File: src/hdl/timer_counter_regs.vh
// register map, field positions and timing constants of the timer block
// assumes inclusion by both design files; definitions only
`ifndef TIMER_COUNTER_REGS_VH
`define TIMER_COUNTER_REGS_VH

// ========================================================
// register byte offsets (address bits 4..0)
`define OFS_CTRL 5'h00
`define OFS_MODE 5'h04
`define OFS_C0_LOW 5'h08
`define OFS_C0_HIGH 5'h0C
`define OFS_C1_LOW 5'h10
`define OFS_C1_HIGH 5'h14
`define OFS_IRQ_STAT 5'h18
`define OFS_IRQ_MASK 5'h1C

// ========================================================
// counter_control_register bit positions
`define CTL_TYPE0 0
`define CTL_EXTF0 1
`define CTL_TYPE1 2
`define CTL_EXTF1 3
`define CTL_RUN0 4
`define CTL_OVF0 5
`define CTL_RUN1 6
`define CTL_OVF1 7

// ========================================================
// counter_mode_register nibble layout
`define MD_C1_LSB 4
`define MD_SEL_LO 0
`define MD_SEL_HI 1
`define MD_SRC 2
`define MD_GATE 3

// mode codes handled here
`define MODE_13BIT 2'h0
`define MODE_16BIT 2'h1

// ========================================================
// interrupt status / mask bit positions
`define IST_OVF0 0
`define IST_OVF1 1
`define IST_EXT0 2
`define IST_EXT1 3

// ========================================================
// counting and timing constants, bus response codes
`define PER_CLOCKS 6
`define DIV_LAST 3'h5
`define PRESCALE_TOP 5'h1F
`define BYTE_MAX 8'hFF
`define RESP_OKAY 2'h0
`define RESP_SLVERR 2'h2

`endif

File: src/hdl/counter_channel.v
// one counter channel: count bytes, source choice, gating, overflow
// assumes synchronised pins and a one-cycle peripheral tick on mclk_i
`timescale 1ns/100ps
`include "timer_counter_regs.vh"

module counter_channel (
   input wire mclk_i,
   input wire rst_b_i,
   input wire per_tick_i,
   input wire run_i,
   input wire gate_en_i,
   input wire src_sel_i,
   input wire [1:0] mode_i,
   input wire gate_pin_i,
   input wire count_pin_i,
   input wire wr_low_i,
   input wire wr_high_i,
   input wire [7:0] wdata_i,
   output reg [7:0] low_o,
   output reg [7:0] high_o,
   output reg ovf_o
);

   // ========================================================
   // sampling and enable
   reg sample_reg; // count pin as seen at the last tick
   reg [7:0] low_next;
   reg [7:0] high_next;
   reg ovf_next;
   wire gate_ok; // pin lets the count proceed
   wire enable; // run and gate conditions met
   wire fall_seen; // high at last tick, low now
   wire step; // one increment this cycle

   assign gate_ok = ~gate_en_i | gate_pin_i; // [RULE_11] [RULE_12]
   assign enable = run_i & gate_ok; // [RULE_03] [RULE_19]
   assign fall_seen = sample_reg & ~count_pin_i; // [RULE_07]
   // edge needs two samples, so at most one count per two ticks
   assign step = per_tick_i & enable &
      (src_sel_i ? fall_seen : 1'b1); // [RULE_06] [RULE_08]

   // ========================================================
   // next count value
   always @* begin
      low_next = low_o;
      high_next = high_o;
      ovf_next = 1'b0;
      if (step) begin
         case (mode_i)
            `MODE_13BIT: begin
               // upper three low bits are left alone [RULE_16]
               low_next[4:0] = low_o[4:0] + 5'h01; // [RULE_15]
               if (low_o[4:0] == `PRESCALE_TOP) begin
                  high_next = high_o + 8'h01; // [RULE_15]
                  ovf_next = (high_o == `BYTE_MAX); // [RULE_13]
               end
            end
            `MODE_16BIT: begin
               // low byte carries into high byte [RULE_02] [RULE_17]
               {high_next, low_next} = {high_o, low_o} + 16'h0001;
               ovf_next = (low_o == `BYTE_MAX) &&
                  (high_o == `BYTE_MAX); // [RULE_02] [RULE_13]
            end
            default: begin
               // other mode codes hold the count here [RULE_18]
               low_next = low_o;
            end
         endcase
      end
      // software preset wins; legal only while stopped
      if (wr_low_i) begin
         low_next = wdata_i;
      end
      if (wr_high_i) begin
         high_next = wdata_i;
      end
   end

   // ========================================================
   // count registers
   always @(posedge mclk_i) begin
      if (!rst_b_i) begin
         sample_reg <= 1'b0;
         low_o <= 8'h00;
         high_o <= 8'h00;
         ovf_o <= 1'b0;
      end else begin
         if (per_tick_i) begin
            sample_reg <= count_pin_i; // once per cycle [RULE_07]
         end
         low_o <= low_next;
         high_o <= high_next;
         ovf_o <= ovf_next;
      end
   end

endmodule

File: src/hdl/timer_counter_modes_0_1.v
// two-counter timer block with AXI4-Lite registers and one interrupt
// assumes a single 250 MHz clock; pins arrive asynchronously
//
// Behaviour
// RULE_01: two independent counters, timer or event counter
// RULE_02: low byte carries into high; high overflow flags
// RULE_03: run bit enables counting, keeps count bytes
// RULE_04: software presets counts only while stopped
// RULE_05: software stops counter before mode/source change
// RULE_06: timer source counts once per six clocks
// RULE_07: count pin sampled per cycle, falls counted
// RULE_08: edge takes two cycles, twelve clocks minimum
// RULE_09: pin levels held one full peripheral cycle
// RULE_10: counter0 fields in low nibble, control bits
// RULE_11: gate clear runs on run bit alone
// RULE_12: gated counter counts only while pin high
// RULE_13: wrap to zero sets overflow flag, interrupt
// RULE_14: vectoring clears the overflow flag
// RULE_15: mode 0 is 5-bit prescaler plus 8-bit
// RULE_16: mode 0 ignores upper three low bits
// RULE_17: mode 1 is a full 16-bit cascade
// RULE_18: mode code 00 mode 0, 01 mode 1
// RULE_19: disabled counter holds its count bytes
//
// The AXI4-Lite interface to the registers and the address map were decided locally.
`timescale 1ns/100ps
`include "timer_counter_regs.vh"

module timer_counter_modes_0_1 #(
   parameter ADDR_W = 12
) (
   input wire mclk_i,
   input wire rst_b_i,
   input wire [ADDR_W-1:0] s_axi_awaddr_i,
   input wire s_axi_awvalid_i,
   output reg s_axi_awready_o,
   input wire [31:0] s_axi_wdata_i,
   input wire [3:0] s_axi_wstrb_i,
   input wire s_axi_wvalid_i,
   output reg s_axi_wready_o,
   output reg [1:0] s_axi_bresp_o,
   output reg s_axi_bvalid_o,
   input wire s_axi_bready_i,
   input wire [ADDR_W-1:0] s_axi_araddr_i,
   input wire s_axi_arvalid_i,
   output reg s_axi_arready_o,
   output reg [31:0] s_axi_rdata_o,
   output reg [1:0] s_axi_rresp_o,
   output reg s_axi_rvalid_o,
   input wire s_axi_rready_i,
   input wire [1:0] count_pin_i,
   input wire [1:0] gate_interrupt_pin_i,
   input wire [1:0] vector_ack_i,
   output reg irq_o
);

   // ========================================================
   // address decode helper
   // returns {hit, offset}; hit only inside the 32-byte window
   function [5:0] decode;
      input [ADDR_W-1:0] addr;
      begin
         decode = {(addr[ADDR_W-1:5] == {(ADDR_W-5){1'b0}}),
            addr[4:2], 2'h0};
      end
   endfunction

   // ========================================================
   // declarations
   reg [1:0] count_meta_reg; // first sync stage, count pins
   reg [1:0] count_sync_reg; // second sync stage
   reg [1:0] gate_meta_reg; // first sync stage, gate pins
   reg [1:0] gate_sync_reg; // second sync stage
   reg [1:0] gate_prev_reg; // for falling-edge interrupt detect
   reg [2:0] div_reg; // peripheral cycle divider
   reg per_tick_reg; // one pulse per peripheral cycle
   reg [7:0] ctrl_reg; // counter_control_register
   reg [7:0] ctrl_next;
   reg [7:0] mode_reg; // counter_mode_register
   reg [3:0] ist_reg; // sticky interrupt status
   reg [3:0] ist_next;
   reg [3:0] imask_reg; // interrupt mask
   reg aw_full_reg; // write address held
   reg w_full_reg; // write data held
   reg [ADDR_W-1:0] aw_addr_reg;
   reg [7:0] wdata_reg; // only the low byte is stored anywhere
   reg wstrb0_reg; // low byte lane enable
   reg [31:0] rdata_next;
   reg rhit_next;
   wire [5:0] wdec; // decoded write address
   wire [5:0] rdec; // decoded read address
   wire do_wr; // write performed this cycle
   wire wr_ok; // mapped write with low lane on
   wire [7:0] c0_low; // channel count bytes
   wire [7:0] c0_high;
   wire [7:0] c1_low;
   wire [7:0] c1_high;
   wire [1:0] ovf_evt; // one-cycle wrap pulses
   wire [1:0] ext_set; // external interrupt detection
   wire [1:0] ext_fall; // falling edge of gate pins
   wire [1:0] ext_type; // 1 edge, 0 level

   // ========================================================
   // pin synchronisers
   // first stage feeds only the second stage
   always @(posedge mclk_i) begin
      if (!rst_b_i) begin
         count_meta_reg <= 2'h0;
         count_sync_reg <= 2'h0;
         gate_meta_reg <= 2'h3; // idle high: no false level or edge
         gate_sync_reg <= 2'h3;
         gate_prev_reg <= 2'h3;
      end else begin
         count_meta_reg <= count_pin_i;
         count_sync_reg <= count_meta_reg;
         gate_meta_reg <= gate_interrupt_pin_i;
         gate_sync_reg <= gate_meta_reg;
         gate_prev_reg <= gate_sync_reg;
      end
   end

   // ========================================================
   // peripheral cycle divider: tick every six clocks
   always @(posedge mclk_i) begin
      if (!rst_b_i) begin
         div_reg <= 3'h0;
         per_tick_reg <= 1'b0;
      end else begin
         per_tick_reg <= (div_reg == `DIV_LAST); // [RULE_06]
         if (div_reg == `DIV_LAST) begin
            div_reg <= 3'h0;
         end else begin
            div_reg <= div_reg + 3'h1;
         end
      end
   end

   // ========================================================
   // write channel handshake
   // a write finishes only after both halves are held
   assign do_wr = aw_full_reg & w_full_reg & ~s_axi_bvalid_o;
   assign wdec = decode(aw_addr_reg);
   assign wr_ok = do_wr & wdec[5] & wstrb0_reg;

   always @(posedge mclk_i) begin
      if (!rst_b_i) begin
         aw_full_reg <= 1'b0;
         w_full_reg <= 1'b0;
         aw_addr_reg <= {ADDR_W{1'b0}};
         wdata_reg <= 8'h00;
         wstrb0_reg <= 1'b0;
         s_axi_awready_o <= 1'b1;
         s_axi_wready_o <= 1'b1;
         s_axi_bvalid_o <= 1'b0;
         s_axi_bresp_o <= `RESP_OKAY;
      end else begin
         // address taken, hold until response accepted
         if (s_axi_awvalid_i && s_axi_awready_o) begin
            aw_full_reg <= 1'b1;
            aw_addr_reg <= s_axi_awaddr_i;
            s_axi_awready_o <= 1'b0;
         end
         // data taken independently of the address
         if (s_axi_wvalid_i && s_axi_wready_o) begin
            w_full_reg <= 1'b1;
            wdata_reg <= s_axi_wdata_i[7:0];
            wstrb0_reg <= s_axi_wstrb_i[0];
            s_axi_wready_o <= 1'b0;
         end
         if (do_wr) begin
            aw_full_reg <= 1'b0;
            w_full_reg <= 1'b0;
            s_axi_bvalid_o <= 1'b1;
            // unmapped addresses answer with a slave error
            s_axi_bresp_o <= wdec[5] ? `RESP_OKAY : `RESP_SLVERR;
         end
         // reopen both channels when the response leaves
         if (s_axi_bvalid_o && s_axi_bready_i) begin
            s_axi_bvalid_o <= 1'b0;
            s_axi_awready_o <= 1'b1;
            s_axi_wready_o <= 1'b1;
         end
      end
   end

   // ========================================================
   // external interrupt flags and control register
   assign ext_type = {ctrl_reg[`CTL_TYPE1], ctrl_reg[`CTL_TYPE0]};
   assign ext_fall = gate_prev_reg & ~gate_sync_reg;
   // edge type catches falls, level type catches a low pin
   assign ext_set = (ext_type & ext_fall) | (~ext_type & ~gate_sync_reg);

   // hardware sets win over software clears and vector acks
   always @* begin
      ctrl_next = ctrl_reg;
      if (vector_ack_i[0]) begin
         ctrl_next[`CTL_OVF0] = 1'b0; // [RULE_14]
      end
      if (vector_ack_i[1]) begin
         ctrl_next[`CTL_OVF1] = 1'b0; // [RULE_14]
      end
      if (wr_ok && wdec[4:0] == `OFS_CTRL) begin
         ctrl_next = wdata_reg;
      end
      if (ovf_evt[0]) begin
         ctrl_next[`CTL_OVF0] = 1'b1; // [RULE_13] [RULE_02]
      end
      if (ovf_evt[1]) begin
         ctrl_next[`CTL_OVF1] = 1'b1; // [RULE_13] [RULE_02]
      end
      if (ext_set[0]) begin
         ctrl_next[`CTL_EXTF0] = 1'b1;
      end
      if (ext_set[1]) begin
         ctrl_next[`CTL_EXTF1] = 1'b1;
      end
   end

   // ========================================================
   // interrupt status: write one to clear, events win
   always @* begin
      ist_next = ist_reg;
      if (wr_ok && wdec[4:0] == `OFS_IRQ_STAT) begin
         ist_next = ist_reg & ~wdata_reg[3:0];
      end
      if (ovf_evt[0]) begin
         ist_next[`IST_OVF0] = 1'b1;
      end
      if (ovf_evt[1]) begin
         ist_next[`IST_OVF1] = 1'b1;
      end
      // only a new assertion of the flag counts as an event
      if (ext_set[0] && !ctrl_reg[`CTL_EXTF0]) begin
         ist_next[`IST_EXT0] = 1'b1;
      end
      if (ext_set[1] && !ctrl_reg[`CTL_EXTF1]) begin
         ist_next[`IST_EXT1] = 1'b1;
      end
   end

   // ========================================================
   // control, mode, status and mask registers
   always @(posedge mclk_i) begin
      if (!rst_b_i) begin
         ctrl_reg <= 8'h00;
         mode_reg <= 8'h00;
         ist_reg <= 4'h0;
         imask_reg <= 4'h0;
         irq_o <= 1'b0;
      end else begin
         ctrl_reg <= ctrl_next;
         ist_reg <= ist_next;
         // mode is taken as written; stopping first is software's job
         if (wr_ok && wdec[4:0] == `OFS_MODE) begin
            mode_reg <= wdata_reg; // [RULE_05]
         end
         if (wr_ok && wdec[4:0] == `OFS_IRQ_MASK) begin
            imask_reg <= wdata_reg[3:0];
         end
         // built from the next status, so it moves with the status bit
         irq_o <= |(ist_next & imask_reg);
      end
   end

   // ========================================================
   // the two counter channels [RULE_01]
   // counter0 uses the low mode nibble and its control bits [RULE_10]
   counter_channel u_counter0 (
      .mclk_i(mclk_i),
      .rst_b_i(rst_b_i),
      .per_tick_i(per_tick_reg),
      .run_i(ctrl_reg[`CTL_RUN0]),
      .gate_en_i(mode_reg[`MD_GATE]),
      .src_sel_i(mode_reg[`MD_SRC]),
      .mode_i({mode_reg[`MD_SEL_HI], mode_reg[`MD_SEL_LO]}),
      .gate_pin_i(gate_sync_reg[0]),
      .count_pin_i(count_sync_reg[0]),
      .wr_low_i(wr_ok && wdec[4:0] == `OFS_C0_LOW), // [RULE_04]
      .wr_high_i(wr_ok && wdec[4:0] == `OFS_C0_HIGH),
      .wdata_i(wdata_reg),
      .low_o(c0_low),
      .high_o(c0_high),
      .ovf_o(ovf_evt[0])
   );

   // counter1 uses the high nibble and the other control bits
   counter_channel u_counter1 (
      .mclk_i(mclk_i),
      .rst_b_i(rst_b_i),
      .per_tick_i(per_tick_reg),
      .run_i(ctrl_reg[`CTL_RUN1]),
      .gate_en_i(mode_reg[`MD_C1_LSB+`MD_GATE]),
      .src_sel_i(mode_reg[`MD_C1_LSB+`MD_SRC]),
      .mode_i({mode_reg[`MD_C1_LSB+`MD_SEL_HI],
         mode_reg[`MD_C1_LSB+`MD_SEL_LO]}),
      .gate_pin_i(gate_sync_reg[1]),
      .count_pin_i(count_sync_reg[1]),
      .wr_low_i(wr_ok && wdec[4:0] == `OFS_C1_LOW),
      .wr_high_i(wr_ok && wdec[4:0] == `OFS_C1_HIGH),
      .wdata_i(wdata_reg),
      .low_o(c1_low),
      .high_o(c1_high),
      .ovf_o(ovf_evt[1])
   );

   // ========================================================
   // read data selection; counts readable at any time [RULE_04]
   assign rdec = decode(s_axi_araddr_i);

   always @* begin
      rdata_next = 32'h00000000;
      rhit_next = rdec[5];
      case (rdec[4:0])
         `OFS_CTRL: rdata_next[7:0] = ctrl_reg;
         `OFS_MODE: rdata_next[7:0] = mode_reg;
         `OFS_C0_LOW: rdata_next[7:0] = c0_low;
         `OFS_C0_HIGH: rdata_next[7:0] = c0_high;
         `OFS_C1_LOW: rdata_next[7:0] = c1_low;
         `OFS_C1_HIGH: rdata_next[7:0] = c1_high;
         `OFS_IRQ_STAT: rdata_next[3:0] = ist_reg;
         `OFS_IRQ_MASK: rdata_next[3:0] = imask_reg;
         default: rhit_next = 1'b0;
      endcase
      if (!rhit_next) begin
         rdata_next = 32'h00000000;
      end
   end

   // ========================================================
   // read channel: one read in flight, data from a register
   always @(posedge mclk_i) begin
      if (!rst_b_i) begin
         s_axi_arready_o <= 1'b1;
         s_axi_rvalid_o <= 1'b0;
         s_axi_rdata_o <= 32'h00000000;
         s_axi_rresp_o <= `RESP_OKAY;
      end else begin
         if (s_axi_arvalid_i && s_axi_arready_o) begin
            s_axi_arready_o <= 1'b0;
            s_axi_rvalid_o <= 1'b1;
            s_axi_rdata_o <= rdata_next;
            s_axi_rresp_o <= rhit_next ? `RESP_OKAY : `RESP_SLVERR;
         end
         if (s_axi_rvalid_o && s_axi_rready_i) begin
            s_axi_rvalid_o <= 1'b0;
            s_axi_arready_o <= 1'b1;
         end
      end
   end

endmodule

File: config.mk
export PLATFORM = sky130hd
export DESIGN_NAME = timer_counter_modes_0_1
export DESIGN_NICKNAME = d
export VERILOG_FILES = /design/src/hdl/counter_channel.v /design/src/hdl/timer_counter_modes_0_1.v
export VERILOG_INCLUDE_DIRS = /design/src /design/src/hdl
export SDC_FILE = /design/constraint.sdc
export NUM_CORES = 1
export LEC_CHECK = 0
export BUFFER_PORTS_ARGS = -buffer_cell sky130_fd_sc_hd__buf_2
export CORE_MARGIN = 1
export CORE_UTILIZATION = 59
export DETAILED_ROUTE_END_ITERATION = 6
export PLACE_DENSITY_LB_ADDON = 0.12
export SYNTH_ARGS = -nofsm -noshare
export SYNTH_HDL_FRONTEND = slang
export SYNTH_HIERARCHICAL = 1
export SYNTH_SLANG_ARGS = --single-unit
File: constraint.sdc
create_clock -name mclk_i -period 4.6 [get_ports mclk_i]
set_input_delay 0.23 -clock mclk_i [delete_from_list [all_inputs] [get_ports mclk_i]]
set_output_delay 0.23 -clock mclk_i [all_outputs]
set_load 0.02 [all_outputs]
# Word-level counts from Yosys, hierarchy flattened
# Cells that the tools add are included.
dict set report word_totals {
  word_cells 193
  input_bits 73
  regBits 139
  output_inout_bits 42
}
dict set report classes {
  bitwise 29
  mux 40
  n_eq_ne 25
  n_reduce_logical 53
  n_addsub 7
}
# operator count
set ops {}
lappend ops {{$mux 8} 12}
lappend ops {{$add 16x1->16 const B} 2}
lappend ops {{$eq 8x8->1 const B} 4}
lappend ops {{$pmux 4 s8} 1}
lappend ops {{$pmux 8 s2} 2}
lappend ops {{$eq 3x3->1 const B} 9}
lappend ops {{$pmux 4 s6} 1}
lappend ops {{$pmux 5 s2} 2}
lappend ops {{$reduce_bool 3->1} 6}
lappend ops {{$logic_and 1x1->1} 17}
lappend ops {{$add 8x1->8 const B} 2}
lappend ops {{$reduce_bool 2->1} 8}
lappend ops {{$mux 1} 15}
lappend ops {{$logic_not 7->1} 2}
lappend ops {{$and 1x1->1} 12}
lappend ops {{$eq 3x2->1 const B} 4}
lappend ops {{$reduce_and 2->1} 6}
lappend ops {{$add 5x1->5 const B} 2}
lappend ops {{$eq 5x5->1 const B} 2}
lappend ops {{$logic_not 5->1} 2}
lappend ops {{$and 4x4->4} 2}
lappend ops {{$reduce_or 2->1} 4}
lappend ops {{$reduce_or 8->1} 1}
lappend ops {{$and 2x2->2} 3}
lappend ops {{17 further kinds} 33}

# Longest topological paths before layout
# Gate-level depths: netlist (run 1).
dict set report depth {
  depth_word 9
  mapped_depth 8
  ltp_nobuf 7
}

# Cells and area by module
# The synthesis (run 1) kept the hierarchy.
# module area_each_um2 cells_per_inst n_inst
set by_module_without_submodules {}
lappend by_module_without_submodules {timer_counter_modes_0_1 3498.4 404 1}
lappend by_module_without_submodules {counter_channel 1073.5 118 2}

# Worst setup path after synthesis (run 1)
# Ideal clock, no wire load.
dict set report synth_path {
  path_kind {flip-flop to flip-flop}
  start {reg aw_addr_reg[11]}
  end {reg u_counter0.high_o[0]}
  arrival_time_ns 1.794
  slack_ns 2.675
  stages_incl_launch_ff 9
  period_less_slack_ns 1.925
  required_time_ns 4.469
  path_buffers 1
  cell_sequence {dfxtp_1 -> nor4_1 -> nand4_1 -> or2_2 -> nor2_1 -> inv_1 -> clkbuf_1 -> o21ai_0 -> a21oi_1}
}
dict set report synth_between {
  elab_chain_cells 6
}
# element line
set synth_rtl {}
lappend synth_rtl {{start: declaration} timer_counter_modes_0_1.v:85} ;# reg [ADDR_W-1:0] aw_addr_reg;
lappend synth_rtl {{start signal: assignment} timer_counter_modes_0_1.v:149} ;# aw_addr_reg <= {ADDR_W{1'b0}};
lappend synth_rtl {{start signal: assignment} timer_counter_modes_0_1.v:160} ;# aw_addr_reg <= s_axi_awaddr_i;
lappend synth_rtl {{$logic_not 7->1 *} timer_counter_modes_0_1.v:63} ;# decode = {(addr[ADDR_W-1:5] == {(ADDR_W-5){1'b0}}),
lappend synth_rtl {{$and 1x1->1 * (2 in series)} timer_counter_modes_0_1.v:143} ;# assign wr_ok = do_wr & wdec[5] & wstrb0_reg;
lappend synth_rtl {{$logic_and 1x1->1 (no line) *} --}
lappend synth_rtl {{$ne 3x1->1 (no line) (tied with other cells)} --}
lappend synth_rtl {{$reduce_and 3->1 (no line)} --}
lappend synth_rtl {{end signal: assignment} counter_channel.v:92} ;# high_o <= high_next;
lappend synth_rtl {{end: declaration} counter_channel.v:20} ;# output reg [7:0] high_o,
# Every way passes the cells marked *; elsewhere a longest branch is shown, timed or not.
# A chain may end at the register's enable or synchronous reset.

# Worst setup path in the final report (run 1)
dict set report layout_path {
  start {reg per_tick_reg}
  end {reg u_counter1.high_o[7]}
}
dict set report layout_between {
  elab_chain_cells 4
}
# element line
set layout_rtl {}
lappend layout_rtl {{start: declaration} timer_counter_modes_0_1.v:76} ;# reg per_tick_reg;
lappend layout_rtl {{start signal: assignment} timer_counter_modes_0_1.v:129} ;# per_tick_reg <= (div_reg == `DIV_LAST);
lappend layout_rtl {{$and 1x1->1 (2 in series)} counter_channel.v:39} ;# assign step = per_tick_i & enable &
lappend layout_rtl {{$reduce_bool 2->1 (no line)} --}
lappend layout_rtl {{$reduce_and 3->1 (no line)} --}
lappend layout_rtl {{end signal: assignment} counter_channel.v:92}
lappend layout_rtl {{end: declaration} counter_channel.v:20}
# Every way passes these cells.

==> metrics.txt, run 1 <==
Worst-path clk slew=0.11 ns; period utilization=56.1%; Post-CTS Setup Bufs=0; maximum vdd drop=0.239 mV; number of global-route vias before repair=4384; yosys synthesis warning count=6; Slew @ Worst Pin=around 1.1 ns; Ports=115; crit-path max cell delay=0.81 ns; worst reg2reg setup slack=2.02 ns; Starting Density=61.1%; DR pass1 iterations=5; Final Cell Area=0.00610 mm2; CP Data Arrival Time=2.90 ns; TritonCTS Buffers=9; EDFF count, synth=0; Layout area overhead=8.07%; Slew HR=22.9%; fin nets=765; share of synthesized registers carrying an async set or reset=0%; # port buffers=57; DP Wirelength=10000 um; Register-to-Register Path Depth=5; Die Ht=99.8 um; power per cell area=between 200 and 300 mW/mm2; synth unique cells=63; register area share after synthesis=39.4%; number of flip-flops in the largest register=10; Antenna Violating Nets Remaining=0; crit path max fanout=11; clock buffer depth=2; # H-tree levels=3; first-pass GRT wire length=22000 um; area share of the largest cell type after synthesis=39.4%; Clk Tree Root Cell=clkbuf_8; Final Skew=0.0120 ns; mean post-synth cell area=8.82 um2; final hold violation count=0; num rows=35; Core ar.=0.00924 mm2; WP data required=4.92 ns; Tmin final=between 2 and 3 ns; Die Span X=99.8 um; Yosys top cell by area=dfxtp_1; crit path capture=u_counter1/high_o[7]$_SDFFE_PN0P_; Clock Sinks=111; status=completed; WS Path Type=reg2reg; hold path start=gate_interrupt_pin_i[0]; Detailed Route Iter0 Violations=between 300 and 400; largest cells by area after synthesis=dfxtp_1, a21oi_1, mux2i_1; cell with the most instances after synthesis=dfxtp_1; DRC Markers=0; Resize count post-CTS=0; FMAX=388 MHz; # setup viols final=0; Die Area=0.00996 mm2; largest net degree at the start of global routing=58; CP Capture Type=flop; Cell Chain, Critical Path=nand3b_4, a211oi_2, nor4b_4, or3b_1, a31oi_1; CTS tree=built; Skew-Pair Late Insertion Delay=between 0.3 and 0.4 ns; gr usage total=28.8%; Hold WC Path Type=in2reg; Commonest cells post-synth=dfxtp_1, nand2_1, a21oi_1, o21ai_0, nor2_1; setup tns final=0 ns; Vias/cell=6.01; Seq cells post-synth=111; CP Launch Type=flop; synthesized cell area=0.00565 mm2; final WL=14000 um; Post-DP Area=0.00590 mm2; share of post-route cells with drive strength above 1=16.0%; wire per inst=17.1 um; worst setup path start=per_tick_reg$_SDFF_PN0_; reg2reg start=per_tick_reg$_SDFF_PN0_; Post-Synthesis Cells=640; leak pwr=2.29 nW; initial antenna violation count=0; gr ovfl total=0; CTS Hold Buffers Added=0; ys flop type=dfxtp_1; Max-Cap Viols=0; diodes inserted=0; routed via count=roughly 4900; reg-to-reg endpoint=u_counter1/high_o[7]$_SDFFE_PN0P_; placer congestion estimate=0.902; Slew Limit Fails=0; RSZ-0062 raised after global routing=no; CP max stage cell=a211oi_2; # fillers=815
metal layers:
layer | wire length, um | track usage (%) | up-vias
li1 | - | - | 2355
met1 | 5970 | 37.3 | 2303
met2 | 6440 | 46.5 | 226
met3 | 1110 | 6.34 | 34
met4 | 441 | 12.2 | 0
met5 | 0 | 0 | -
worst max-delay path: cells and delay by family, from the launching register on:
kind             cells  cell delay, ns
AO/OA/AOI/OAI        2            0.97
AND/OR/NAND/NOR      3            0.95
flip-flops           1            0.61
layout make-up:
cell class                 instances  area, um2  area share (%)
clock buffer                      11        131            2.15
clock inverter                     5       67.6            1.11
inverter                          18       67.6            1.11
multi-input combinational        485       3150            51.6
sequential                       111       2220            36.4
tap                              129        161            2.65
timing repair buffer              59        300            4.92
cell usage in the layout, fill, tap and decap left out, types with 14 or more instances in the layout:
cell type / synthesis / layout
a21oi_1: 54 / 54
a31oi_1: 20 / 20
buf_2: 2 / 57
conb_1: 1 / 26
dfxtp_1: 111 / 111
inv_1: 17 / 17
mux2i_1: 27 / 27
nand2_1: 67 / 67
nand2b_1: 17 / 17
nand3_1: 14 / 14
nor2_1: 34 / 34
nor3_1: 17 / 17
o21ai_0: 53 / 53
xor2_1: 14 / 14
kinds of logic after synthesis:
family	Yosys count	share of synthesized area (%)
simple gates	225	22.6
compound gates	172	19.5
flops	111	39.4
buf+inv	69	6.49
mux	38	7.78
xor+xnor	16	2.48
fa+ha+maj	8	1.77
other cells	1	0.0664
worst min-delay path by stage:
| stage | to | slack (ns) | cells after the start |
|---|---|---|---|
| floorplan | s_axi_awready_o$_SDFFE_PP1P_ | 0.33 | 1 |
| global placement | gate_sync_reg[1]$_SDFF_PN1_ | 0.39 | 1 |
| detailed placement | gate_sync_reg[1]$_SDFF_PN1_ | 0.40 | 1 |
| CTS | gate_meta_reg[0]$_SDFF_PN1_ | 0.02 | 2 |
| global route | gate_meta_reg[0]$_SDFF_PN1_ | 0.01 | 2 |
| finish | gate_meta_reg[0]$_SDFF_PN1_ | 0.02 | 2 |
metrics by stage:
stage	hold slack, ns	setup WS [ns]	util [%]	power, mW	cells
2_1_floorplan	0.330	2.67	-	1.15	665
3_3_place_gp	0.395	2.11	63.9	1.18	802
3_5_place_dp	0.395	2.07	63.9	1.18	802
4_1_cts	0.0163	2.05	66.0	1.77	818
5_1_grt	0.00975	1.84	66.0	1.83	818
6_report	0.0222	2.02	66.0	1.76	818
power breakdown:
part	switching (mW)	internal (mW)	total (mW)
Clock	0.341	0.259	0.600
Sequential	0.0303	0.984	1.01
Combinational	0.0964	0.0511	0.148
Total	0.468	1.29	1.76
Power figures use the tool's default switching activity.
==> run 2, diff against run 1 <==
Settings changed: CORE_UTILIZATION 59 to 50.
Clock period 4.6 ns to 2.2 ns, I/O delays scaled along.
==> metrics.txt, run 2 (synthesized netlist as in run 1, its figures left out) <==
period utilization=between 90 and 100%; commonest cells after routing, fill and taps aside=dfxtp_1, nand2_1, buf_2; FMAX=482 MHz; Register-to-Register Path Depth=7; Ports=approximately 120; Detailed Route Iter0 Violations=317; share of post-route cells with drive strength above 1=about 19%; # setup viols final=0; crit path max fanout=6; TritonCTS Buffers=9; Final Skew=between 0.008 and 0.009 ns; gr usage total=roughly a quarter; number of global-route vias before repair=4522; diodes inserted=0; Skew-Pair Late Insertion Delay=0.36 ns; gr ovfl total=0; # H-tree levels=3; status=completed; Die Span X=108 um; num rows=38; Hold WC Path Type=in2reg; number of flip-flops in the largest register=10; Antenna Violating Nets Remaining=0; CP Capture Type=flop; commonest non-fill, non-tap cell in the layout=dfxtp_1; Core ar.=0.0109 mm2; leak pwr=2.54 nW; Die Ht=about 110 um; power per cell area=approximately 600 mW/mm2; final WL=14900 um; hold path start=s_axi_bready_i; worst hold slack=0.00734 ns; fin nets=812; placer congestion estimate=0.898; Slew @ Worst Pin=0.558 ns; Max-Cap Viols=0; RSZ-0062 raised after global routing=yes; first-pass GRT wire length=23200 um; wire per inst=around 17 um; Final Cell Area=0.00666 mm2; Clk Tree Root Cell=clkbuf_16; final hold violation count=0; WP data required=2.48 ns; WS Path Type=reg2reg; Post-DP Area=0.00608 mm2; CP Data Arrival Time=2.36 ns; Slew Limit Fails=0; routed via count=5029; CTS tree=built; Starting Density=51.6%; maximum vdd drop=0.520 mV; DRC Markers=0; Min-Delay Endpoint=s_axi_awready_o$_SDFFE_PP1P_; clock buffer depth=2; Placed Cells=833; Hold Path Cell Cnt=3; largest net degree at the start of global routing=58; Die Area=around 0.012 mm2; Worst-path clk slew=around 0.07 ns; Vias/cell=5.74; worst reg2reg setup slack=0.13 ns; Clock Sinks=111; CP Launch Type=flop; Layout area overhead=18.0%; reg2reg start=u_counter0/low_o[1]$_SDFFE_PN0P_; # port buffers=57; Slew HR=62.7%; DR pass1 iterations=5; DP Wirelength=roughly 10000 um; initial antenna violation count=0; Tot Pwr=4.03 mW; reg-to-reg endpoint=u_counter0/high_o[7]$_SDFFE_PN0P_; Tmin final=2.07 ns; Final Non-Filler Cells=between 800 and 900
-- run 2: changes by cell type in the layout (fill, tap and decap cells not counted), sizes merged --
cell         change
buf             +21
bufinv           -1
clkinvlp         +2
dlygate4sd3     +25
-- run 2: per-stage QoR --
stage                     TNS (ns)  util (%)  setup WS (ns)
after floorplan                  0         -          0.275
after global placement           0      55.6         0.0409
after detailed placement   -0.0106      55.6       -0.00727
after CTS                        0      60.4         0.0340
after global routing        -0.156      60.9        -0.0345
final                            0      60.9          0.125
-- run 2: worst max-delay path: stages (launching register included) --
cell and delay, ns:
dfxtp_1 0.43, ha_2 0.27, and3_1 0.16, ha_1 0.20, nor2_1 0.09, nor4b_4 0.31
or3b_1 0.38, a31oi_1 0.17
-- run 2: timing repair --
action | in CTS | in global routing
endpoints found under the setup margin | 4 | 32
setup buffers | 0 | 1
pin swaps | 0 | 2
gates resized for setup | 1 | 13
hold buffers | 25 | 0
cloned | 0 | 1
endpoints found under the hold margin | 25 | 0
-- run 2: cell type report --
type	instances	area [um2]
clock buffers	11	233
clock inverters	5	40.0
fillers	976	4270
inverters	18	71.3
multi-input cells	485	3180
flip-flops and latches	111	2220
well taps	140	175
repair buffers	105	733
repair inverters	1	7.51
-- run 2: power by group --
group          internal, mW  leakage, nW  total, mW  switching (mW)
clock                 0.780        0.134       1.54           0.760
combinational         0.151         1.51      0.378           0.227
sequential             2.06        0.903       2.11          0.0537
total                  2.99         2.54       4.03            1.04
-- run 2: worst max-delay path by stage --
| stage | depth (start not counted) | start | slack [ns] | to |
|---|---|---|---|---|
| global route | 9 | aw_addr_reg[10]$_SDFFE_PN0P_ | -0.03 | u_counter0/low_o[2]$_SDFFE_PN0P_ |
| finish | 7 | u_counter0/low_o[1]$_SDFFE_PN0P_ | 0.13 | u_counter0/high_o[7]$_SDFFE_PN0P_ |
| CTS | 8 | aw_addr_reg[11]$_SDFFE_PN0P_ | 0.03 | u_counter0/high_o[7]$_SDFFE_PN0P_ |
| floorplan | 8 | aw_addr_reg[11]$_SDFFE_PN0P_ | 0.27 | u_counter0/high_o[0]$_SDFFE_PN0P_ |
| detailed placement | 8 | aw_addr_reg[11]$_SDFFE_PN0P_ | -0.007 | u_counter0/high_o[5]$_SDFFE_PN0P_ |
| global placement | 8 | aw_addr_reg[11]$_SDFFE_PN0P_ | 0.04 | u_counter0/high_o[7]$_SDFFE_PN0P_ |
-- run 2: metal layers --
layer  routed length [um]  GRT usage, %  share of wire, %  vias to the layer above
li1                     -             -                 -                     2447
met1                 6640          34.5                45                     2391
met2                 7090          42.7                48                      163
met3                  799          6.27               5.4                       28
met4                  378          9.17               2.5                        0
met5                    0             0                 0                        -
==> run 3, diff against run 2 <==
Settings changed: CORE_UTILIZATION 50 to 45.
==> metrics.txt, run 3 (synthesized netlist as in run 1, its figures left out) <==
commonest cells after routing, fill and taps aside=dfxtp_1, nand2_1, buf_2; RSZ-0062 raised after global routing=no; Antenna Violating Nets Remaining=0; share of post-route cells with drive strength above 1=18.7%; number of global-route vias before repair=4631; Register-to-Register Path Depth=7; final hold violation count=0; number of flip-flops in the largest register=10; CTS tree=built; hold path start=s_axi_bready_i; Die Span X=114 um; Tmin final=2.05 ns; FMAX=488 MHz; Tot Pwr=4.13 mW; Die Ht=114 um; Ports=115; # port buffers=57; diodes inserted=0; CP Data Arrival Time=2.33 ns; setup slack after layout=0.149 ns; Core ar.=between 0.01 and 0.015 mm2; TritonCTS Buffers=9; Cell Chain, Critical Path=nor4_2, nand4_1, nand2b_1, nor2_1, inv_2, and4_1, nor3_1; Layout area overhead=17.8%; CP Launch Type=flop; placer congestion estimate=roughly 0.96; crit path max fanout=16; gr usage total=approximately 25%; Crit path buffers/inverters=1; Hold WC Path Type=in2reg; first-pass GRT wire length=24500 um; fin nets=roughly 810; Final Non-Filler Cells=902; commonest non-fill, non-tap cell in the layout=dfxtp_1; Post-CTS Setup Bufs=0; # H-tree levels=3; crit-path max cell delay=0.34 ns; Vias/cell=5.60; initial antenna violation count=0; Final Skew=0.00541 ns; leak pwr=2.54 nW; period utilization=93.2%; Slew Limit Fails=0; routed via count=5052; status=completed; reg-to-reg endpoint=u_counter1/low_o[2]$_SDFFE_PN0P_; Slew @ Worst Pin=0.654 ns; Top Family by Delay on Critical Path=simple AND/OR/NAND/NOR gates; grt met2 use=40.1%; GR peak layer=met2; WS Path Type=reg2reg; DRC Markers=0; reg2reg start=aw_addr_reg[11]$_SDFFE_PN0P_; setup tns final=0 ns; DP Wirelength=11100 um; gr ovfl total=0; clock buffer depth=2; Max-Cap Viols=0; Worst-path clk slew=about 0.07 ns; WP data required=between 2 and 2.5 ns; post-layout util=54.9%; Crit path depth=7; Detailed Route Iter0 Violations=419; num rows=40; Starting Density=46.6%; final WL=~15000 um; worst reg2reg setup slack=0.15 ns; Min-Delay Endpoint=s_axi_awready_o$_SDFFE_PP1P_; Placed Cells=865; wire per inst=around 17 um; DR pass1 iterations=5; Hold Path Cell Cnt=3; # setup viols final=0; power per cell area=621 mW/mm2; Clk Tree Root Cell=clkbuf_16; Die Area=0.0130 mm2; met1 Usage GRT=32.4%; routing usage on met3=5.42%; largest net degree at the start of global routing=36; CP Capture Type=flop; worst slack, placed=0.0170 ns; Slew HR=56.4%; CP max stage cell=nor4_2; Skew-Pair Late Insertion Delay=0.35 ns; Clock Sinks=111; maximum vdd drop=0.495 mV
[run 3: worst max-delay path by stage]
stage,startpoint,to
2_1_floorplan,aw_addr_reg[11]$_SDFFE_PN0P_,u_counter0/high_o[0]$_SDFFE_PN0P_
4_1_cts,aw_addr_reg[11]$_SDFFE_PN0P_,u_counter1/low_o[2]$_SDFFE_PN0P_
3_3_place_gp,aw_addr_reg[11]$_SDFFE_PN0P_,u_counter0/high_o[7]$_SDFFE_PN0P_
5_1_grt,u_counter0/low_o[1]$_SDFFE_PN0P_,u_counter0/high_o[7]$_SDFFE_PN0P_
6_report,aw_addr_reg[11]$_SDFFE_PN0P_,u_counter1/low_o[2]$_SDFFE_PN0P_
3_5_place_dp,aw_addr_reg[11]$_SDFFE_PN0P_,u_counter0/high_o[3]$_SDFFE_PN0P_
[run 3: worst min-delay path: stages]
cell and delay, ns:
buf_2 0.09, a21oi_1 0.07, o21ai_0 0.07
[run 3: layer usage]
| layer | share of wire (%) | routed length [um] |
|---|---|---|
| met4 | 2.4 | 363 |
| met3 | 6.4 | 986 |
| met1 | 45 | 6890 |
| met2 | 46 | 7150 |
| met5 | 0 | 0 |
[run 3: final cells by class]
cell class / instances / area [um2]
inverters: 18 / 67.6
flip-flops and latches: 111 / 2220
clock buffers: 11 / 233
repair buffers: 105 / 701
multi-input cells: 485 / 3160
fillers: 1139 / 5460
clock inverters: 4 / 56.3
well taps: 168 / 210
[run 3: repair_timing]
| item | in CTS | in global routing |
|---|---|---|
| endpoints found under the hold margin | 21 | 1 |
| gates resized for setup | 1 | 3 |
| endpoints found under the setup margin | 1 | 21 |
| hold buffers | 21 | 1 |
[run 3: power by group]
group	total, mW	internal, mW	switching [mW]
logic	0.371	0.146	0.224
registers	2.11	2.06	0.0580
clock network	1.64	0.887	0.755
total	4.13	3.09	1.04
[run 3: stage by stage]
step           instance area [um2]  hold slack (ns)
2_1_floorplan                 5740            0.210
3_3_place_gp                  6130            0.291
3_5_place_dp                  6130            0.296
4_1_cts                       6630         0.000791
5_1_grt                       6650          0.00829
6_report                      6650          0.00711
